### src/rtl/phm_pkg.sv
// phm_pkg: constants of the 8-bit port pin multiplexer.
// assumes: 32-bit classic Wishbone, one aligned word per register.
//
// Contract
// - Each pin has its own direction bit; output drives the latch, input reads the pin.
// - After reset every pin is selected as its analog converter input channel.
// - Selecting the analog function leaves the digital input path untouched.
// - With direction 0 a capture/compare unit output overrides the latch; with 1 the pin feeds its capture input.
// - With direction 0 the enhanced PWM output drives the pin, and that unit may force the pin to high impedance.
// - Comparator inputs follow the pin whatever the direction bit says.
package phm_pkg;
	// ****************************************************************
	// register map
	// ****************************************************************
	localparam logic [7:0] PHM_OFS_LEVEL  = 8'h00;
	localparam logic [7:0] PHM_OFS_LATCH  = 8'h04;
	localparam logic [7:0] PHM_OFS_DIR    = 8'h08;
	localparam logic [7:0] PHM_OFS_AN_MID = 8'h0C;
	localparam logic [7:0] PHM_OFS_AN_UP  = 8'h10;
	localparam logic [7:0] PHM_OFS_OD     = 8'h14;

	// ****************************************************************
	// values after reset
	// ****************************************************************
	localparam logic [7:0] PHM_RST_LATCH  = 8'h00;
	localparam logic [7:0] PHM_RST_DIR    = 8'hFF;
	localparam logic [7:0] PHM_RST_AN     = 8'hFF;
	localparam logic [7:0] PHM_RST_OD     = 8'h00;

	// ****************************************************************
	// field positions
	// ****************************************************************
	// peripheral pins are 4..7 of the port
	localparam int PHM_PERI_LO = 4;
	// first of the four analog bits used in each select register
	localparam int PHM_AN_LO   = 4;
	// open-drain bit of the unit on pin 7; pins 6..4 follow upward
	localparam int PHM_OD_LO   = 3;
endpackage : phm_pkg

### src/rtl/phm_port.sv
// phm_port: 8-bit bidirectional port with peripheral muxing.
// assumes: pin levels and peripheral signals synchronous to clk_i.
//
// The address map and the Wishbone register port are this design's own decisions.
`timescale 1ns/1ps
module phm_port (
	input  wire logic        clk_i,          // 50 MHz clock
	input  wire logic        rst_i,          // sync reset, high
	input  wire logic        wb_cyc_i,       // bus cycle
	input  wire logic        wb_stb_i,       // strobe
	input  wire logic        wb_we_i,        // write
	input  wire logic [7:0]  wb_adr_i,       // byte address
	input  wire logic [3:0]  wb_sel_i,       // byte enables
	input  wire logic [31:0] wb_dat_i,       // write data
	output logic      [31:0] wb_dat_o,       // read data
	output logic             wb_ack_o,       // ack
	input  wire logic [7:0]  pin_i,          // pin levels
	output logic      [7:0]  pin_o,          // pin drive level
	output logic      [7:0]  pin_oe_o,       // pin drive enable
	input  wire logic [3:0]  ccp_en_i,       // compare out active
	input  wire logic [3:0]  ccp_out_i,      // compare out level
	output logic      [3:0]  capture_o,      // capture inputs
	input  wire logic [3:0]  pwm_en_i,       // enh pwm active
	input  wire logic [3:0]  pwm_out_i,      // enh pwm level
	input  wire logic [3:0]  pwm_tri_i,      // enh pwm tri-state
	output logic      [7:0]  analog_sel_o,   // analog channel on
	output logic      [3:0]  cmp_in_o        // comparator inputs
);
	// ****************************************************************
	// register file
	// ****************************************************************
	logic [7:0]  latch_ff;
	logic [7:0]  dir_ff;
	logic [7:0]  an_mid_ff;
	logic [7:0]  an_up_ff;
	logic [7:0]  od_ff;
	logic [31:0] dat_ff;
	logic        take;
	logic        wr;
	logic        ack;

	phm_wb_slave u_bus (
		.clk_i  (clk_i),
		.rst_i  (rst_i),
		.cyc_i  (wb_cyc_i),
		.stb_i  (wb_stb_i),
		.we_i   (wb_we_i),
		.sel_i  (wb_sel_i[0]),
		.ack_o  (ack),
		.take_o (take),
		.wr_o   (wr)
	);

	wire [7:0] wd      = wb_dat_i[7:0];
	wire hit_level     = wb_adr_i == phm_pkg::PHM_OFS_LEVEL;
	wire hit_latch     = wb_adr_i == phm_pkg::PHM_OFS_LATCH;
	wire hit_dir       = wb_adr_i == phm_pkg::PHM_OFS_DIR;
	wire hit_an_mid    = wb_adr_i == phm_pkg::PHM_OFS_AN_MID;
	wire hit_an_up     = wb_adr_i == phm_pkg::PHM_OFS_AN_UP;
	wire hit_od        = wb_adr_i == phm_pkg::PHM_OFS_OD;
	// a write to the level register lands in the latch, as on a port
	wire wr_latch      = wr & (hit_level | hit_latch);
	wire wr_dir        = wr & hit_dir;
	wire wr_an_mid     = wr & hit_an_mid;
	wire wr_an_up      = wr & hit_an_up;
	wire wr_od         = wr & hit_od;

	// level reads the pin itself, even with analog selected
	wire [7:0] rd_byte =
		  hit_level  ? pin_i
		: hit_latch  ? latch_ff
		: hit_dir    ? dir_ff
		: hit_an_mid ? an_mid_ff
		: hit_an_up  ? an_up_ff
		: hit_od     ? od_ff
		: 8'h00;
	wire [31:0] nxt_dat = take ? {24'h000000, rd_byte} : 32'h00000000;

	always_ff @(posedge clk_i) begin
		if (rst_i) begin
			latch_ff  <= phm_pkg::PHM_RST_LATCH;
			dir_ff    <= phm_pkg::PHM_RST_DIR;
			an_mid_ff <= phm_pkg::PHM_RST_AN;
			an_up_ff  <= phm_pkg::PHM_RST_AN;
			od_ff     <= phm_pkg::PHM_RST_OD;
			dat_ff    <= 32'h00000000;
		end else begin
			if (wr_latch)  latch_ff  <= wd;
			if (wr_dir)    dir_ff    <= wd;
			if (wr_an_mid) an_mid_ff <= wd;
			if (wr_an_up)  an_up_ff  <= wd;
			if (wr_od)     od_ff     <= wd;
			dat_ff <= nxt_dat;
		end
	end

	assign wb_dat_o = dat_ff;
	assign wb_ack_o = ack;

	// ****************************************************************
	// channel and open-drain bit maps
	// ****************************************************************
	// pins 0..3 carry channels 23..20, pins 4..7 channels 12..15
	localparam int AL = phm_pkg::PHM_AN_LO;
	wire [7:0] an_pin = {
		an_mid_ff[AL+3], an_mid_ff[AL+2],
		an_mid_ff[AL+1], an_mid_ff[AL],
		an_up_ff[AL],    an_up_ff[AL+1],
		an_up_ff[AL+2],  an_up_ff[AL+3]
	};
	// pin 4 belongs to the unit whose bit sits highest
	localparam int OL = phm_pkg::PHM_OD_LO;
	wire [3:0] od_pin = {
		od_ff[OL], od_ff[OL+1], od_ff[OL+2], od_ff[OL+3]
	};

	// ****************************************************************
	// per-pin drive
	// ****************************************************************
	logic [7:0] nxt_out;
	logic [7:0] nxt_oe;
	localparam int PL = phm_pkg::PHM_PERI_LO;

	genvar g;
	generate
		for (g = 0; g < 8; g++) begin : g_pin
			localparam bit PERI = (g >= PL);
			localparam int  K    = PERI ? g - PL : 0;
			phm_pin_cell u_cell (
				.dir_i     (dir_ff[g]),
				.latch_i   (latch_ff[g]),
				.ccp_en_i  (PERI ? ccp_en_i[K] : 1'b0),
				.ccp_out_i (ccp_out_i[K]),
				.od_i      (od_pin[K]),
				.pwm_en_i  (PERI ? pwm_en_i[K] : 1'b0),
				.pwm_out_i (pwm_out_i[K]),
				.pwm_tri_i (pwm_tri_i[K]),
				.out_o     (nxt_out[g]),
				.oe_o      (nxt_oe[g])
			);
		end
	endgenerate

	// capture only sees the pin while it is an input
	wire [3:0] nxt_cap = pin_i[7:4] & dir_ff[7:4];

	always_ff @(posedge clk_i) begin
		if (rst_i) begin
			pin_o        <= 8'h00;
			pin_oe_o     <= 8'h00;
			capture_o    <= 4'h0;
			cmp_in_o     <= 4'h0;
			analog_sel_o <= phm_pkg::PHM_RST_AN;
		end else begin
			pin_o        <= nxt_out;
			pin_oe_o     <= nxt_oe;
			capture_o    <= nxt_cap;
			cmp_in_o     <= pin_i[7:4];
			analog_sel_o <= an_pin;
		end
	end
endmodule : phm_port

### src/rtl/phm_wb_slave.sv
// phm_wb_slave: classic Wishbone handshake for the port registers.
// assumes: master holds the request until it samples ack.
`timescale 1ns/1ps
module phm_wb_slave (
	input  wire logic       clk_i,    // system clock
	input  wire logic       rst_i,    // sync reset, high
	input  wire logic       cyc_i,    // bus cycle
	input  wire logic       stb_i,    // strobe
	input  wire logic       we_i,     // write
	input  wire logic [0:0] sel_i,    // low byte lane
	output logic            ack_o,    // registered ack
	output logic            take_o,   // first cycle of request
	output logic            wr_o      // write commits now
);
	// ****************************************************************
	// handshake
	// ****************************************************************
	logic ack_ff;
	logic nxt_ack;
	wire  req = cyc_i & stb_i;

	// one wait state; ack drops the cycle after it was given
	assign nxt_ack = req & ~ack_ff;
	assign take_o  = nxt_ack;
	// write lands on the edge where the master sees ack
	assign wr_o    = req & ack_ff & we_i & sel_i[0];
	assign ack_o   = ack_ff;

	always_ff @(posedge clk_i) begin
		if (rst_i) begin
			ack_ff <= 1'b0;
		end else begin
			ack_ff <= nxt_ack;
		end
	end
endmodule : phm_wb_slave

### src/rtl/phm_pin_cell.sv
// phm_pin_cell: drive selection for one port pin.
// assumes: peripheral enables come from the owning units.
`timescale 1ns/1ps
module phm_pin_cell (
	input  wire logic dir_i,      // 1 = input
	input  wire logic latch_i,    // latch bit
	input  wire logic ccp_en_i,   // compare/pwm output active
	input  wire logic ccp_out_i,  // compare/pwm level
	input  wire logic od_i,       // open-drain select
	input  wire logic pwm_en_i,   // enhanced pwm active
	input  wire logic pwm_out_i,  // enhanced pwm level
	input  wire logic pwm_tri_i,  // enhanced pwm tri-state
	output logic      out_o,      // drive level
	output logic      oe_o        // drive enable
);
	// ****************************************************************
	// priority: enhanced pwm, then compare unit, then latch
	// ****************************************************************
	wire drv     = ~dir_i;
	wire use_pwm = drv & pwm_en_i;
	wire use_ccp = drv & ~pwm_en_i & ccp_en_i;
	wire use_lat = drv & ~pwm_en_i & ~ccp_en_i;

	// open drain only pulls low; a high level releases the pin
	wire ccp_oe  = od_i ? ~ccp_out_i : 1'b1;

	assign oe_o  = (use_pwm & ~pwm_tri_i)
		| (use_ccp & ccp_oe)
		| use_lat;
	assign out_o = use_pwm ? pwm_out_i
		: use_ccp ? (ccp_out_i & ~od_i)
		: (use_lat & latch_i);
endmodule : phm_pin_cell

### config.mk
export PLATFORM = sky130hd
export DESIGN_NAME = phm_port
export DESIGN_NICKNAME = d
export VERILOG_FILES = /design/src/rtl/phm_pkg.sv /design/src/rtl/phm_port.sv /design/src/rtl/phm_wb_slave.sv /design/src/rtl/phm_pin_cell.sv
export SDC_FILE = /design/constraint.sdc
export NUM_CORES = 1
export LEC_CHECK = 0
export BUFFER_PORTS_ARGS = -buffer_cell sky130_fd_sc_hd__buf_2
export CORE_UTILIZATION = 45
export CTS_BUF_LIST = sky130_fd_sc_hd__clkbuf_2
export CTS_CLUSTER_SIZE = 30
export DETAILED_ROUTE_END_ITERATION = 12
export HOLD_SLACK_MARGIN = 0.12
export PLACE_DENSITY = 0.8
export SLEW_MARGIN = 30
export SYNTH_ARGS = -nofsm -noshare
export SYNTH_HDL_FRONTEND = slang
export SYNTH_SLANG_ARGS = --single-unit
### constraint.sdc
create_clock -name clk_i -period 1.4 [get_ports clk_i]
set_clock_uncertainty 0.05 [all_clocks]
set_input_delay 0 -clock clk_i [delete_from_list [all_inputs] [get_ports clk_i]]
set_output_delay 0 -clock clk_i [all_outputs]
set_load 0.02 [all_outputs]
==> results by group <==
Min path
  • Worst Hold Depth: 5
  • Min-delay src: wb_adr_i[6]
  • Hold WC Path Type: input port to flip-flop
  • Hold Crit Endpoint: wb_dat_o[6]$_SDFF_PP0_

Pwr
  • PnR Total Power: 4.10 mW
  • Sw frac: 0.274
  • Pwr/cell area: 861 mW/mm2
  • P_sw: 1.13 mW
  • Int Power: 2.98 mW
  • LEAKAGE: 2.01 nW
  • Share of power burned in registers: 0.567
  • Max rail drop VDD: 0.000370 V
  • Combinational share of power: 0.123
  • Clock power frac: 0.310

Run status
  • Outcome: finished, violations left
  • Violated checks: setup timing

Clock network
  • Cts bufs inserted: 9
  • CTS Buffer Depth: 2
  • CTS root buffer: clkbuf_2
  • Clk sinks: 81
  • H-tree depth: 3
  • Worst-path clk slew: 0.22 ns
  • Clock tree from TritonCTS: built
  • Clk Latency, worst-skew pair: 0.53 ns

Critical path
  • Crit path max fanout: 5
  • FF-to-FF path depth: 6
  • Worst path required time: 1.79 ns
  • Worst flop-to-flop path endpoint: latch_ff[7]$_SDFFE_PP0P_
  • CP arrival: 1.93 ns
  • CP Class: flip-flop to flip-flop
  • FF-to-FF Start: u_bus.ack_o$_SDFF_PP0_
  • Crit. End Element: flip-flop
  • Critical Path Start Type: flip-flop
  • R2r setup slk: -0.14 ns

Synth
  • Top cells by area, synth: dfxtp_1 (48%), mux2i_1 (9.2%), nor2_1 (5.7%)
  • Synth unique cells: 34
  • Register area share after synthesis: 0.483
  • Area leader, netlist: dfxtp_1
  • Most frequent cell after synthesis: dfxtp_1
  • Async SR Flop Fraction: 0
  • Number of synthesized flops with an enable pin: 0
  • Synth Area per Inst: 9.97 um2
  • Flops & latches, synth: 81
  • Mapped cell area: 0.00336 mm2
  • Synthesized instance count: 337
  • Post-synth top flop: dfxtp_1
  • Post-synth top cells: dfxtp_1 (81), nor2_1 (51), mux2i_1 (31), buf_4 (24), a21oi_1 (21)
  • Synth Warn #: 0
  • Synth top area share: 0.483

STA
  • Hold_ws: 0.00408 ns
  • RSZ-0062 raised after global routing: yes
  • Hold Fails Final Rpt: 0
  • Fin crit period: 1.54 ns
  • Slew Limit Fails: 0
  • Fmax: 651 MHz
  • Fin worst setup slack: -0.136 ns
  • Number of setup violations in the final report: 41
  • Period utilization: 1.10

Routing
  • Antenna viol nets, final: 0
  • Wire per inst: 15.4 um
  • Vias per cell: 5.06
  • Drt pass-1 iters: 5
  • Vias post-DR: 3,079
  • DR DRC count: 0
  • Routed WL: 9340 um
  • Iter 0 DRT Violations: 152

Place
  • Pre-CTS WS: -0.178 ns
  • HPWL after DPL: 5820 um
  • Final Wtd Congestion: 0.852
  • Placed Cells incl. Taps: 535
  • # port buffers: 90

Global route
  • GRT Util Overall: 0.234
  • Total gr overflow: 0
  • Largest net degree at the start of global routing: 31
  • Number of global-route vias before repair: 2,847
  • Antenna violations before repair: 0
  • First-pass GRT wire length: 13,500 um

Floorplanning
  • Die ar.: 0.00782 mm2
  • Ports: 142
  • Die Ht: 88.4 um
  • Die width: 88.4 um
  • Starting Density: 0.463
  • Floorplan row count: 31
  • Core area: 0.00725 mm2

Layout
  • Share of cells above drive strength 1: 0.352
  • Utilization after layout: 0.657
  • FILL cells: 573
  • Area Growth Syn to Fin: 41.8%
  • Final Net Count: 581
  • Layout Cells excl Fill: 608
  • Ant. Diodes: 0

Flow run
  • Max-cap violation count: 0
-- logic make-up after synthesis --
family / after synthesis / synth area share
buffers and inverters: 40 / 0.0748
other: 1 / 0.00112
flip-flops: 81 / 0.483
AO/OA/AOI/OAI: 54 / 0.119
AND/OR/NAND/NOR: 130 / 0.230
multiplexers: 31 / 0.0923
-- power by group through the flow --
stage,sequential [mW],combinational [mW],clock [mW]
after floorplan,2.39,0.239,0
after global placement,2.37,0.362,0
after detailed placement,2.37,0.369,0
after CTS,2.33,0.474,1.29
after global routing,2.33,0.536,1.41
final,2.33,0.504,1.27
-- worst max-delay path, stage by stage (launching register included) --
cell	delay, ns
dfxtp_4	0.41
buf_6	0.10
nand4_1	0.13
nor4_4	0.31
buf_6	0.19
mux2i_1	0.20
nor2_1	0.05
-- cell usage in the layout, fill, tap and decap left out, types with 3 or more instances in the layout --
cell           netlist  final
buf_2                3     91
dfxtp_1             81     80
dlygate4sd3_1        0     52
nor2_1              51     43
mux2i_1             31     31
conb_1               1     24
buf_4               24     21
nor2b_1             18     18
a21oi_1             21     15
a211o_1             12     12
clkbuf_2             0     10
or2_2                9      9
nor3_1              11      9
and2_1               8      8
buf_6                1      8
a211oi_1             7      7
o221a_2              7      7
nand2b_1             6      6
a21oi_2              0      6
nor4_4               5      5
nand3_1              5      5
nor2_4               0      5
nand3b_1             4      4
a2111oi_0            4      4
nand4_1              3      3
nand4b_1             3      3
nor2_2               0      3
-- metal layers --
metal / GRT usage / up-vias / routed length [um]
met5: 0 / - / 0
met4: 0.101 / 0 / 209
met3: 0.0494 / 17 / 520
met2: 0.414 / 132 / 4710
met1: 0.272 / 1454 / 3890
li1: - / 1476 / -
-- how the worst max path moves through the flow --
stage | start | to | slack, ns | depth (start not counted)
3_5_place_dp | wb_adr_i[5] | dir_ff[0]$_SDFFE_PP1P_ | -0.18 | 5
3_3_place_gp | wb_adr_i[5] | dir_ff[0]$_SDFFE_PP1P_ | -0.14 | 5
6_report | u_bus.ack_o$_SDFF_PP0_ | latch_ff[7]$_SDFFE_PP0P_ | -0.14 | 6
5_1_grt | u_bus.ack_o$_SDFF_PP0_ | latch_ff[3]$_SDFFE_PP0P_ | -0.20 | 6
2_1_floorplan | u_bus.ack_o$_SDFF_PP0_ | od_ff[5]$_SDFFE_PP0P_ | -0.27 | 4
4_1_cts | u_bus.ack_o$_SDFF_PP0_ | latch_ff[4]$_SDFFE_PP0P_ | -0.11 | 6
-- metrics by stage --
stage	instance area, um2	TNS, ns
3_3_place_gp	3970	-3.03
5_1_grt	4770	-5.41
2_1_floorplan	3460	-3.23
3_5_place_dp	3970	-4.43
4_1_cts	4620	-1.68
6_report	4770	-3.26
-- layout make-up --
class	instances	area [um2]	share of cell area
clock buffer	10	50.0	0.0105
multi-input combinational	239	1660	0.348
clock inverter	6	67.6	0.0142
tap	99	124	0.0260
sequential	81	1630	0.341
timing repair buffer	173	1240	0.260
-- repair_timing --
action | 4_1_cts | 5_1_grt
endpoints found under the hold margin | 77 | 35
gates cloned | 0 | 1
buffers inserted | 3 | 1
hold buffers | 48 | 6
setup endpoints to repair | 40 | 46
gates resized for setup | 9 | 23
pin swaps | 5 | 12
Note: power is estimated with default switching activity, not from simulation.
